## config.mk

```make
export PLATFORM = sky130hd
export DESIGN_NAME = mtd_translator
export DESIGN_NICKNAME = d
export VERILOG_FILES = /design/src/mtd_pkg.sv /design/src/mtd_translator.sv
export SDC_FILE = /design/constraint.sdc
export NUM_CORES = 1
export LEC_CHECK = 0
export BUFFER_PORTS_ARGS = -buffer_cell sky130_fd_sc_hd__buf_2
export CAP_MARGIN = 20
export CORE_ASPECT_RATIO = 0.8
export CORE_MARGIN = 5
export CORE_UTILIZATION = 54
export CTS_CLUSTER_SIZE = 16
export DETAILED_ROUTE_END_ITERATION = 6
export PLACE_DENSITY_LB_ADDON = 0.05
export RECOVER_POWER = 25
export SETUP_SLACK_MARGIN = 0.1
export SYNTH_ARGS = -nofsm -noshare
export SYNTH_HDL_FRONTEND = slang
export SYNTH_SLANG_ARGS = --single-unit
```

## constraint.sdc

```tcl
create_clock -name clk_sys -period 4.5 [get_ports clk_sys]
set_clock_uncertainty 0.1 [all_clocks]
set_input_delay 0.45 -clock clk_sys [delete_from_list [all_inputs] [get_ports clk_sys]]
set_output_delay 0.45 -clock clk_sys [all_outputs]
set_load 0.02 [all_outputs]
```

## src/mtd_pkg.sv

```systemverilog
// Constants, types and register map for the microstep translator and decay control.
// Assumes a single 100 MHz system clock and a plain register port on the top module.
`default_nettype none

package mtd_pkg;

  // ---------------------------------------------------------------------------
  // Clock and timing
  // ---------------------------------------------------------------------------
  localparam int MTD_CLK_PERIOD_NS = 10;
  localparam int MTD_OFF_TIME_NS = 38000;
  localparam int MTD_BLANK_TIME_NS = 950;
  localparam int MTD_FAST_TIME_NS = 9500;
  localparam logic [15:0] MTD_OFF_CYC = 16'(MTD_OFF_TIME_NS / MTD_CLK_PERIOD_NS);
  localparam logic [15:0] MTD_BLANK_CYC =
    16'((MTD_BLANK_TIME_NS + MTD_CLK_PERIOD_NS - 1) / MTD_CLK_PERIOD_NS);
  localparam logic [15:0] MTD_FAST_CYC = 16'(MTD_FAST_TIME_NS / MTD_CLK_PERIOD_NS);

  // ---------------------------------------------------------------------------
  // Register map
  // ---------------------------------------------------------------------------
  localparam logic [7:0] MTD_REG_OFF_TIME = 8'h00;
  localparam logic [7:0] MTD_REG_BLANK_TIME = 8'h04;
  localparam logic [7:0] MTD_REG_FAST_TIME = 8'h08;
  localparam logic [7:0] MTD_REG_STATUS = 8'h0C;

  // Status field positions.
  localparam int MTD_ST_POS_LSB = 0;
  localparam int MTD_ST_DECAY_A_LSB = 5;
  localparam int MTD_ST_DECAY_B_LSB = 7;
  localparam int MTD_ST_POL_A = 9;
  localparam int MTD_ST_POL_B = 10;
  localparam int MTD_ST_OUT_OFF = 11;
  localparam int MTD_ST_THERMAL = 12;
  localparam int MTD_ST_HOME_HOLD = 13;

  // ---------------------------------------------------------------------------
  // Translator
  // ---------------------------------------------------------------------------
  localparam logic [4:0] MTD_HOME_POS = 5'h04;
  localparam logic [4:0] MTD_QUARTER_TURN = 5'h08;
  localparam logic [4:0] MTD_INC_FULL = 5'h08;
  localparam logic [4:0] MTD_INC_HALF = 5'h04;
  localparam logic [4:0] MTD_INC_QUARTER = 5'h02;
  localparam logic [4:0] MTD_INC_EIGHTH = 5'h01;
  localparam logic [3:0] MTD_MAG_LAST = 4'h8;
  localparam logic [4:0] MTD_NEG_FIRST = 5'h09;
  localparam logic [4:0] MTD_NEG_LAST = 5'h17;
  localparam logic [4:0] MTD_HALF_CYCLE = 5'h10;

  // Winding magnitude per eighth-step index 0..8, full scale at index 0.
  localparam logic [8:0][7:0] MTD_MAG_TBL = {
    8'h00, 8'h32, 8'h62, 8'h8E, 8'hB4, 8'hD4, 8'hEC, 8'hFA, 8'hFF
  };

  typedef enum logic [1:0] {
    MTD_DECAY_SLOW = 2'h0,
    MTD_DECAY_FAST = 2'h1,
    MTD_DECAY_MIXED = 2'h2
  } mtd_decay_e;

  typedef enum logic [2:0] {
    MTD_PWM_ON = 3'b001,
    MTD_PWM_FAST = 3'b010,
    MTD_PWM_SLOW = 3'b100
  } mtd_pwm_e;

  // Level and current polarity of one winding; pol high is positive current.
  typedef struct packed {
    logic pol;
    logic [7:0] dac;
  } mtd_wind_s;

  // Bridge legs: source and sink of leg a and leg b.
  typedef struct packed {
    logic src_a;
    logic snk_a;
    logic src_b;
    logic snk_b;
  } mtd_drive_s;

  localparam mtd_drive_s MTD_DRIVE_OFF = '{src_a: 1'b0, snk_a: 1'b0, src_b: 1'b0, snk_b: 1'b0};

endpackage : mtd_pkg

`default_nettype wire

```

## src/mtd_translator.sv

```systemverilog
// Step translator with per-bridge fixed off-time PWM and automatic decay selection.
// Assumes all inputs are synchronous to clk_sys; analog comparators sit outside.
//
// The register addresses and strobed register access are this design's own decisions.
`timescale 1ns/1ps
`default_nettype none

// How it works
// - Reset loads home position into both windings and mixed decay on both bridges.
// - Each rising step edge advances position one increment and updates both windings.
// - Increment comes from resolution selects, sampled only at the step edge.
// - A lowered winding level uses the decay chosen by the decay-fraction input.
// - An equal or higher winding level uses slow decay.
// - Reset low holds home, turns outputs off and ignores step edges.
// - Direction level chooses forward or backward stepping through the sequence.
// - Translator drives level and current direction of both windings.
// - On phase drives a diagonal pair; comparator trip resets the PWM latch.
// - Slow decay drops only the source; fast or mixed drop source and sink.
// - Drivers stay off for the fixed off-time, then a new on phase starts.
// - Comparator is ignored for a blanking interval after every PWM state change and after re-enable; a step that reverses polarity is not blanked.
// - Active-low enable turns bridge outputs on when low, off when high.
// - Step, direction and selects keep acting whatever the enable level.
// - Over-temperature disables all outputs until the fault clears.
// - Undervoltage lockout disables drivers and returns the translator home.
// - Sleep low disables outputs; waking restarts at home.
// - Decay-fraction above high threshold is slow, below low is fast, else mixed.
// - Mixed decay runs fast for its portion, then slow for the remaining off-time.
// - Home is the 45 degree angle, equal positive current in both windings.
module mtd_translator
  import mtd_pkg::*;
(
  // Clock and reset
  input wire logic clk_sys,
  input wire logic sys_rst,
  // Host control pins
  input wire logic step_in,
  input wire logic dir_in,
  input wire logic resolution_select_lo,
  input wire logic resolution_select_hi,
  input wire logic reset_n,
  input wire logic enable_n,
  input wire logic sleep_n,
  // Supervisors and comparators
  input wire logic thermal_fault,
  input wire logic undervoltage_lockout,
  input wire logic decay_fraction_level_hi,
  input wire logic decay_fraction_level_lo,
  input wire logic [1:0] trip_current,
  // Register port
  input wire logic [7:0] reg_addr,
  input wire logic [31:0] reg_wdata,
  input wire logic reg_we,
  input wire logic reg_re,
  output logic [31:0] reg_rdata,
  // Winding levels and bridge drive
  output mtd_wind_s [1:0] winding,
  output mtd_drive_s [1:0] drive
);

  // ---------------------------------------------------------------------------
  // Table lookup
  // ---------------------------------------------------------------------------
  // Cosine of the electrical angle at a table index; sine is the same a quarter turn back.
  function automatic mtd_wind_s wind_of(input logic [4:0] idx);
    logic [3:0] k;
    logic [3:0] m;
    mtd_wind_s w;
    k = idx[3:0];
    m = (k <= MTD_MAG_LAST) ? k : 4'(MTD_HALF_CYCLE - {1'b0, k});
    w.dac = MTD_MAG_TBL[m];
    w.pol = ~((idx >= MTD_NEG_FIRST) && (idx <= MTD_NEG_LAST));
    return w;
  endfunction

  // ---------------------------------------------------------------------------
  // Conditions
  // ---------------------------------------------------------------------------
  logic home_hold;
  logic out_off;
  logic step_d_r;
  logic step_rise;
  logic [4:0] inc;
  logic [4:0] pos_r;
  logic [4:0] pos_nxt;
  mtd_wind_s [1:0] wind_r;
  mtd_wind_s [1:0] wind_nxt;
  mtd_decay_e decay_r [2];
  mtd_decay_e pfd_mode;
  logic [15:0] off_cfg_r;
  logic [15:0] blank_cfg_r;
  logic [15:0] fast_cfg_r;

  assign home_hold = ~reset_n | undervoltage_lockout | ~sleep_n;
  assign out_off = home_hold | enable_n | thermal_fault;
  assign step_rise = step_in & ~step_d_r;

  // ---------------------------------------------------------------------------
  // Step edge
  // ---------------------------------------------------------------------------
  // The edge detector keeps tracking during hold so a step held high across
  // the release of reset does not count as a fresh edge.
  always_ff @(posedge clk_sys) begin
    if (sys_rst) begin
      step_d_r <= 1'b0;
    end else begin
      step_d_r <= step_in;
    end
  end

  // ---------------------------------------------------------------------------
  // Translator
  // ---------------------------------------------------------------------------
  always_comb begin
    case ({resolution_select_hi, resolution_select_lo})
      2'b00: inc = MTD_INC_FULL;
      2'b01: inc = MTD_INC_HALF;
      2'b10: inc = MTD_INC_QUARTER;
      default: inc = MTD_INC_EIGHTH;
    endcase
  end

  // Five-bit arithmetic wraps modulo 32 in both directions.
  assign pos_nxt = dir_in ? 5'(pos_r + inc) : 5'(pos_r - inc);
  assign wind_nxt[0] = wind_of(pos_nxt);
  assign wind_nxt[1] = wind_of(5'(pos_nxt - MTD_QUARTER_TURN));

  always_comb begin
    if (decay_fraction_level_hi) begin
      pfd_mode = MTD_DECAY_SLOW;
    end else if (decay_fraction_level_lo) begin
      pfd_mode = MTD_DECAY_FAST;
    end else begin
      pfd_mode = MTD_DECAY_MIXED;
    end
  end

  // Enable and thermal state are deliberately absent here.
  always_ff @(posedge clk_sys) begin
    if (sys_rst || home_hold) begin
      pos_r <= MTD_HOME_POS;
    end else if (step_rise) begin
      pos_r <= pos_nxt;
    end
  end

  always_ff @(posedge clk_sys) begin
    if (sys_rst || home_hold) begin
      wind_r[0] <= wind_of(MTD_HOME_POS);
      wind_r[1] <= wind_of(5'(MTD_HOME_POS - MTD_QUARTER_TURN));
    end else if (step_rise) begin
      wind_r <= wind_nxt;
    end
  end

  // ---------------------------------------------------------------------------
  // Per-bridge decay selection and PWM
  // ---------------------------------------------------------------------------
  mtd_pwm_e pwm_st_r [2];
  logic [15:0] off_cnt_r [2];
  logic [15:0] fd_cnt_r [2];
  logic [15:0] blank_cnt_r [2];
  mtd_drive_s drv_nxt [2];

  genvar gi;
  generate
    for (gi = 0; gi < 2; gi++) begin : g_bridge
      // A trip during the off time is ignored; only the one-shot ends it.
      logic trip_seen;
      assign trip_seen = trip_current[gi] && (blank_cnt_r[gi] == 16'h0000);

      always_ff @(posedge clk_sys) begin
        if (sys_rst || home_hold) begin
          decay_r[gi] <= MTD_DECAY_MIXED;
        end else if (step_rise) begin
          // A new mode waits for the next trip; an off time in progress keeps its own.
          if (wind_nxt[gi].dac < wind_r[gi].dac) begin
            decay_r[gi] <= pfd_mode;
          end else begin
            decay_r[gi] <= MTD_DECAY_SLOW;
          end
        end
      end

      always_ff @(posedge clk_sys) begin
        if (sys_rst || out_off) begin
          pwm_st_r[gi] <= MTD_PWM_ON;
          off_cnt_r[gi] <= 16'h0000;
          fd_cnt_r[gi] <= 16'h0000;
          // Re-enabling the outputs is a switch too, so the comparator starts blanked.
          blank_cnt_r[gi] <= MTD_BLANK_CYC;
        end else begin
          case (pwm_st_r[gi])
            MTD_PWM_ON: begin
              if (blank_cnt_r[gi] != 16'h0000) begin
                blank_cnt_r[gi] <= 16'(blank_cnt_r[gi] - 16'h0001);
              end
              if (trip_seen) begin
                off_cnt_r[gi] <= off_cfg_r;
                blank_cnt_r[gi] <= blank_cfg_r;
                case (decay_r[gi])
                  MTD_DECAY_SLOW: begin
                    pwm_st_r[gi] <= MTD_PWM_SLOW;
                    fd_cnt_r[gi] <= 16'h0000;
                  end
                  MTD_DECAY_FAST: begin
                    pwm_st_r[gi] <= MTD_PWM_FAST;
                    fd_cnt_r[gi] <= off_cfg_r;
                  end
                  default: begin
                    pwm_st_r[gi] <= MTD_PWM_FAST;
                    fd_cnt_r[gi] <= fast_cfg_r;
                  end
                endcase
              end
            end
            MTD_PWM_FAST, MTD_PWM_SLOW: begin
              if (off_cnt_r[gi] <= 16'h0001) begin
                pwm_st_r[gi] <= MTD_PWM_ON;
                blank_cnt_r[gi] <= blank_cfg_r;
              end else begin
                off_cnt_r[gi] <= 16'(off_cnt_r[gi] - 16'h0001);
                if (blank_cnt_r[gi] != 16'h0000) begin
                  blank_cnt_r[gi] <= 16'(blank_cnt_r[gi] - 16'h0001);
                end
                if (pwm_st_r[gi] == MTD_PWM_FAST) begin
                  if (fd_cnt_r[gi] <= 16'h0001) begin
                    pwm_st_r[gi] <= MTD_PWM_SLOW;
                    blank_cnt_r[gi] <= blank_cfg_r;
                  end else begin
                    fd_cnt_r[gi] <= 16'(fd_cnt_r[gi] - 16'h0001);
                  end
                end
              end
            end
            default: begin
              pwm_st_r[gi] <= MTD_PWM_ON;
            end
          endcase
        end
      end

      // Positive current flows source a to sink b; slow decay recirculates through the sink.
      always_comb begin
        drv_nxt[gi] = MTD_DRIVE_OFF;
        if (!out_off) begin
          case (pwm_st_r[gi])
            MTD_PWM_ON: begin
              drv_nxt[gi].src_a = wind_r[gi].pol;
              drv_nxt[gi].snk_b = wind_r[gi].pol;
              drv_nxt[gi].src_b = ~wind_r[gi].pol;
              drv_nxt[gi].snk_a = ~wind_r[gi].pol;
            end
            MTD_PWM_SLOW: begin
              drv_nxt[gi].snk_b = wind_r[gi].pol;
              drv_nxt[gi].snk_a = ~wind_r[gi].pol;
            end
            default: begin
              drv_nxt[gi] = MTD_DRIVE_OFF;
            end
          endcase
        end
      end
    end
  endgenerate

  // ---------------------------------------------------------------------------
  // Outputs
  // ---------------------------------------------------------------------------
  // Every leg is registered so all four change on one edge and none glitches.
  always_ff @(posedge clk_sys) begin
    if (sys_rst) begin
      drive <= {MTD_DRIVE_OFF, MTD_DRIVE_OFF};
    end else begin
      drive <= {drv_nxt[1], drv_nxt[0]};
    end
  end

  // Winding outputs lag the translator by one cycle so they come from a flop.
  always_ff @(posedge clk_sys) begin
    if (sys_rst) begin
      winding[0] <= wind_of(MTD_HOME_POS);
      winding[1] <= wind_of(5'(MTD_HOME_POS - MTD_QUARTER_TURN));
    end else begin
      winding <= wind_r;
    end
  end

  // ---------------------------------------------------------------------------
  // Register port
  // ---------------------------------------------------------------------------
  always_ff @(posedge clk_sys) begin
    if (sys_rst) begin
      off_cfg_r <= MTD_OFF_CYC;
      blank_cfg_r <= MTD_BLANK_CYC;
      fast_cfg_r <= MTD_FAST_CYC;
    end else if (reg_we) begin
      case (reg_addr)
        MTD_REG_OFF_TIME: off_cfg_r <= reg_wdata[15:0];
        MTD_REG_BLANK_TIME: blank_cfg_r <= reg_wdata[15:0];
        MTD_REG_FAST_TIME: fast_cfg_r <= reg_wdata[15:0];
        default: begin
        end
      endcase
    end
  end

  // ---------------------------------------------------------------------------
  // Status word
  // ---------------------------------------------------------------------------
  // A read shows live levels; nothing here latches, so a short fault can be missed.
  logic [31:0] status;
  always_comb begin
    status = 32'h0000_0000;
    status[MTD_ST_POS_LSB +: 5] = pos_r;
    status[MTD_ST_DECAY_A_LSB +: 2] = decay_r[0];
    status[MTD_ST_DECAY_B_LSB +: 2] = decay_r[1];
    status[MTD_ST_POL_A] = wind_r[0].pol;
    status[MTD_ST_POL_B] = wind_r[1].pol;
    status[MTD_ST_OUT_OFF] = out_off;
    status[MTD_ST_THERMAL] = thermal_fault;
    status[MTD_ST_HOME_HOLD] = home_hold;
  end

  // Unmapped addresses and idle cycles read as zero.
  always_ff @(posedge clk_sys) begin
    if (sys_rst) begin
      reg_rdata <= 32'h0000_0000;
    end else if (reg_re) begin
      case (reg_addr)
        MTD_REG_OFF_TIME: reg_rdata <= {16'h0000, off_cfg_r};
        MTD_REG_BLANK_TIME: reg_rdata <= {16'h0000, blank_cfg_r};
        MTD_REG_FAST_TIME: reg_rdata <= {16'h0000, fast_cfg_r};
        MTD_REG_STATUS: reg_rdata <= status;
        default: reg_rdata <= 32'h0000_0000;
      endcase
    end else begin
      reg_rdata <= 32'h0000_0000;
    end
  end

endmodule // mtd_translator

`default_nettype wire

```

==> results <==
- Measured against its own limit, the worst slew margin works out to -45.3%.
- The cell area that synthesis handed to floorplanning was approximately 0.012 mm2.
- Once detail routing completed, the nets flagged for antenna violations numbered 0.
- The startpoint of the worst register-to-register path is pos_r[0]$_SDFFE_PP0P_.
- After the last flow step, the layout net total stands at 1479.
- Summed over all instances, the cell type with the most area after synthesis is sky130_fd_sc_hd__edfxtp_1.
- Setup repair after global routing could not meet its margin everywhere.
- The pre-antenna-repair detailed-routing pass consisted of 7 iterations.
- The later pin in the worst-skew pair is clocked with a latency of roughly 520 ps.
- The capture point of the worst path is decay_r[0][1]$_SDFFCE_PP0P_.
- The first global-routing pass estimated around 54 mm of wire.
- The count of routing violations after the opening detailed-route iteration is slightly below 1000.
- The floorplan has between 40 and 50 rows.
- The hold buffer count at cts is 0.
- In this run the power density over the cells is between 300 and 400 mW/mm2.
- At the worst endpoint, the required time is between 4000 and 5000 ps.
- The run finished, with violations left.
- The area growth from synthesis to layout is 13.7%.
- The final setup TNS is 0 ps.
- Entering global routing, the biggest net connects 52 pins.
- The clock tree from TritonCTS is yes.
- The area of the die is 0.0257 mm2.
- The post-route clock period utilization is 94.9%.
- Across all layers, the routed design uses roughly 10000 vias.
- Sorting the synthesized cells by area gives the leading types as sky130_fd_sc_hd__edfxtp_1 26%, sky130_fd_sc_hd__dfxtp_1 19%, sky130_fd_sc_hd__nand2_1 5.2%, sky130_fd_sc_hd__ha_1 4.3%, sky130_fd_sc_hd__xnor2_1 4.1%.
- The H-tree depth is 1.
- Summed over its instances, the top area cell type makes up between 20% and 30% of the synthesized netlist area.
- In this run the critical register-to-register path is captured at decay_r[0][1]$_SDFFCE_PP0P_.
- In this run the clock root is driven by a sky130_fd_sc_hd__clkbuf_16.
- Of the cells placed in the final design, the portion with a size suffix greater than 1 is a little over an eighth.
- The setup slack after layout is ~230 ps.
- The flip-flop and latch count after synthesis is 220.
- The total number of clock tree sinks is 220.
- The library cells used most frequently in the layout, excluding fill and tap cells, are 169 x sky130_fd_sc_hd__nand2_1, 113 x sky130_fd_sc_hd__dfxtp_1, 106 x sky130_fd_sc_hd__edfxtp_1, 104 x sky130_fd_sc_hd__nor2_1, 63 x sky130_fd_sc_hd__a21oi_1.
- The synthesized netlist contains 81 unique library cells.
- The global placement routability congestion is 0.899.
- The DRC violations left is 1.
- The launch point of the worst path is pos_r[0]$_SDFFE_PP0P_.
- Prior to clock tree synthesis, the placed netlist has a worst setup slack of -267 ps.
- The final setup violation count is 0.
- A synthesized cell averages between 9 and 10 um2.
- The clock period could shrink to about 4300 ps.
- The most used flip-flop cell after synthesis is sky130_fd_sc_hd__dfxtp_1.
- Based on the critical path, the design can be clocked at up to roughly 230 MHz.
- Across the run, the number of max-cap violations was 1.
- By startpoint and endpoint, the worst setup path is classified as reg2reg.
- The number of pins with negative max-slew slack in the final report is 52.
- The largest buffer count on any clock path is 3.
- The wire length reported by the detailed router is about 35 mm.
- The core area is 0.0223 mm2.
- The worst setup path is launched from a register.
- The number of synthesized flops with an enable pin is ~110.
- Counting the fill cells in the layout gives 1983.
- The number of warnings printed during yosys synthesis is 0.
- The placed wire-length estimate after detailed placement is between 20 and 30 mm.
- The number of standard cells after synthesis is 1287.
- The leading cell type in the layout, fill and taps excluded is sky130_fd_sc_hd__nand2_1.
- The number of antenna diodes in the final layout is 0.
- The remaining global-route overflow is 0.
- After clock tree synthesis, the clock-pin slew on the worst setup and hold paths is approximately 60 ps.
- The top fanout value on the critical path is 5.
- The analysis attributes to cell leakage a power of around 0.0055 uW.
- The critical path arrival is around 4500 ps.
- The end-of-flow core utilization is approximately 62%.
- For flop-to-flop paths, the worst setup slack is approximately 230 ps.
- The pin slew with the least headroom to its limit is between 2000 and 2500 ps.
- The length in cells of the worst reg-to-reg path is 20.
- The count of boundary I/O pins is between 100 and 150.
- The floorplan die width is between 150 and 200 um.
- Counting flops with an async set or reset pin after synthesis yields a share of 0%.
- The number of global-route vias before repair is between 9000 and 10000.
- The average wire per cell in the routed design is approximately 21 um.
- The count of endpoints failing hold in the final timing report came to 0.
- The initial antenna violation count is 1.
- The clock buffer count from CTS is 24.
- The worst hold slack across all endpoints is 65.5 ps.
- The die is 144 um tall.
- The routed via count divided by cell count is ~6.
- The final reports fail on design-rule violations, max-capacitance violations, max-slew violations.
- The register area share after synthesis is ~45%.
- The type of element capturing the critical path is a register.
- The initial core utilization is 54.6%.
- The class of the most critical hold timing path is in2reg.
- The number of I/O port buffers is 82.
- VDD sags by at most 0.247 mV.
- Across every metal layer, demand over resource in global routing totals between 20% and 30%.
[what timing repair did]
item,4_1_cts,5_1_grt
resized for setup,2,9
setup buffers,0,1
endpoints found under the setup margin,1,3
pin swaps,0,6
[kinds of logic after synthesis]
group / after synthesis / synth area share [%]
XOR/XNOR: 87 / 6.25
flip-flops: 220 / 44.9
other: 1 / 0.0308
AND/OR/NAND/NOR: 515 / 21.5
AO/OA/AOI/OAI: 257 / 14.2
adder cells (fa/ha/maj): 43 / 4.48
buffers and inverters: 135 / 4.95
multiplexers: 29 / 3.74
[worst max-delay path, stage by stage, from the launching register on]
cell	delay [ps]
sky130_fd_sc_hd__dfxtp_4	360
sky130_fd_sc_hd__ha_4	170
sky130_fd_sc_hd__fa_2	580
sky130_fd_sc_hd__inv_4	50
sky130_fd_sc_hd__ha_4	160
sky130_fd_sc_hd__or3b_2	190
sky130_fd_sc_hd__o311ai_2	100
sky130_fd_sc_hd__or3_4	400
sky130_fd_sc_hd__nand2_2	90
sky130_fd_sc_hd__inv_2	40
sky130_fd_sc_hd__ha_1	160
sky130_fd_sc_hd__a21boi_1	130
sky130_fd_sc_hd__a311oi_2	260
sky130_fd_sc_hd__buf_4	180
sky130_fd_sc_hd__ha_4	200
sky130_fd_sc_hd__a21o_1	150
sky130_fd_sc_hd__a21o_1	160
sky130_fd_sc_hd__a21oi_2	140
sky130_fd_sc_hd__nand3_1	80
sky130_fd_sc_hd__o21a_1	220
sky130_fd_sc_hd__o31ai_2	190
[per-stage QoR]
| stage | std cells | cell area [um2] | power (uW) |
|---|---|---|---|
| after floorplan | 1302 | 12300 | 2480 |
| after global placement | 1657 | 13100 | 2610 |
| after detailed placement | 1657 | 13100 | 2620 |
| after CTS | 1701 | 13900 | 4610 |
| after global routing | 1703 | 13900 | 4770 |
| final | 1703 | 13900 | 4600 |
[cells in the mapped netlist (4+ instances only)]
cell,n
sky130_fd_sc_hd__a2bb2oi_1,5
sky130_fd_sc_hd__o21ai_1,7
sky130_fd_sc_hd__ha_1,42
sky130_fd_sc_hd__a211oi_1,6
sky130_fd_sc_hd__clkbuf_1,50
sky130_fd_sc_hd__xnor2_1,57
sky130_fd_sc_hd__nand2_1,170
sky130_fd_sc_hd__mux2i_1,14
sky130_fd_sc_hd__and2_1,4
sky130_fd_sc_hd__a21oi_1,64
sky130_fd_sc_hd__nand2b_1,8
sky130_fd_sc_hd__o32ai_1,15
sky130_fd_sc_hd__nor3_1,43
sky130_fd_sc_hd__a221oi_1,11
sky130_fd_sc_hd__nor2_1,104
sky130_fd_sc_hd__mux4_2,13
sky130_fd_sc_hd__buf_4,17
sky130_fd_sc_hd__or2_2,12
sky130_fd_sc_hd__nand4_1,19
sky130_fd_sc_hd__o211ai_1,7
sky130_fd_sc_hd__o32a_1,4
sky130_fd_sc_hd__o21ai_0,48
sky130_fd_sc_hd__o22a_1,6
sky130_fd_sc_hd__or3_1,15
sky130_fd_sc_hd__o22ai_1,26
sky130_fd_sc_hd__nor3b_1,5
sky130_fd_sc_hd__a21boi_0,4
sky130_fd_sc_hd__or4_1,6
sky130_fd_sc_hd__nand3b_1,21
sky130_fd_sc_hd__dfxtp_1,114
sky130_fd_sc_hd__edfxtp_1,106
sky130_fd_sc_hd__nor4b_1,6
sky130_fd_sc_hd__buf_2,8
sky130_fd_sc_hd__a211o_1,6
sky130_fd_sc_hd__a21o_1,8
sky130_fd_sc_hd__nand3_1,16
sky130_fd_sc_hd__nor4_1,26
sky130_fd_sc_hd__inv_1,52
sky130_fd_sc_hd__buf_1,4
sky130_fd_sc_hd__nor2b_1,28
sky130_fd_sc_hd__xor2_1,30
sky130_fd_sc_hd__and3_1,12
[flip-flops by register name, indices dropped and copies added, names as in the netlist]
| name | flops |
|---|---|
| blank_cnt_r | 32 |
| fd_cnt_r | 32 |
| off_cnt_r | 32 |
| winding | 18 |
| blank_cfg_r | 16 |
| fast_cfg_r | 16 |
| off_cfg_r | 16 |
| reg_rdata | 16 |
| wind_r | 16 |
| drive | 8 |
| pwm_st_r | 6 |
| pos_r | 5 |
| decay_r | 4 |
| status | 2 |
| step_d_r | 1 |
[report_power, final]
| group | switching (uW) | total (uW) | internal (uW) |
|---|---|---|---|
| clock | 819 | 2000 | 1180 |
| combinational | 281 | 493 | 211 |
| sequential | 13.2 | 2110 | 2090 |
[how the worst min path moves through the flow]
| stage | start | endpoint | slack [ps] | depth (start not counted) |
|---|---|---|---|---|
| 3_5_place_dp | wind_r[2]$_SDFFE_PP1P_ | winding[2]$_SDFF_PP1_ | 330 | 1 |
| 6_report | step_in | step_d_r$_SDFF_PP0_ | 70 | 2 |
| 5_1_grt | step_in | step_d_r$_SDFF_PP0_ | 70 | 2 |
| 3_3_place_gp | wind_r[2]$_SDFFE_PP1P_ | winding[2]$_SDFF_PP1_ | 330 | 1 |
| 4_1_cts | step_in | step_d_r$_SDFF_PP0_ | 50 | 2 |
| 2_1_floorplan | wind_r[14]$_SDFFE_PP1P_ | winding[14]$_SDFF_PP1_ | 320 | 1 |
[cell type report]
cell class,instances,area (um2),share of cell area (%)
clock buffers,33,686,4.95
clock inverters,11,113,0.812
inverters,53,201,1.45
multi-input cells,947,6270,45.2
flip-flops and latches,220,5470,39.5
well taps,306,383,2.76
repair buffers,133,741,5.34
[layer usage]
| layer | global-route usage (%) | part of all wire (%) | up-vias |
|---|---|---|---|
| li1 | - | - | 4842 |
| met1 | 41.8 | 47 | 4939 |
| met5 | 0 | 0 | - |
| met4 | 5.21 | 1.8 | 0 |
| met2 | 39.7 | 42 | 434 |
| met3 | 5.70 | 9.6 | 46 |
Power figures use the tool's default switching activity.
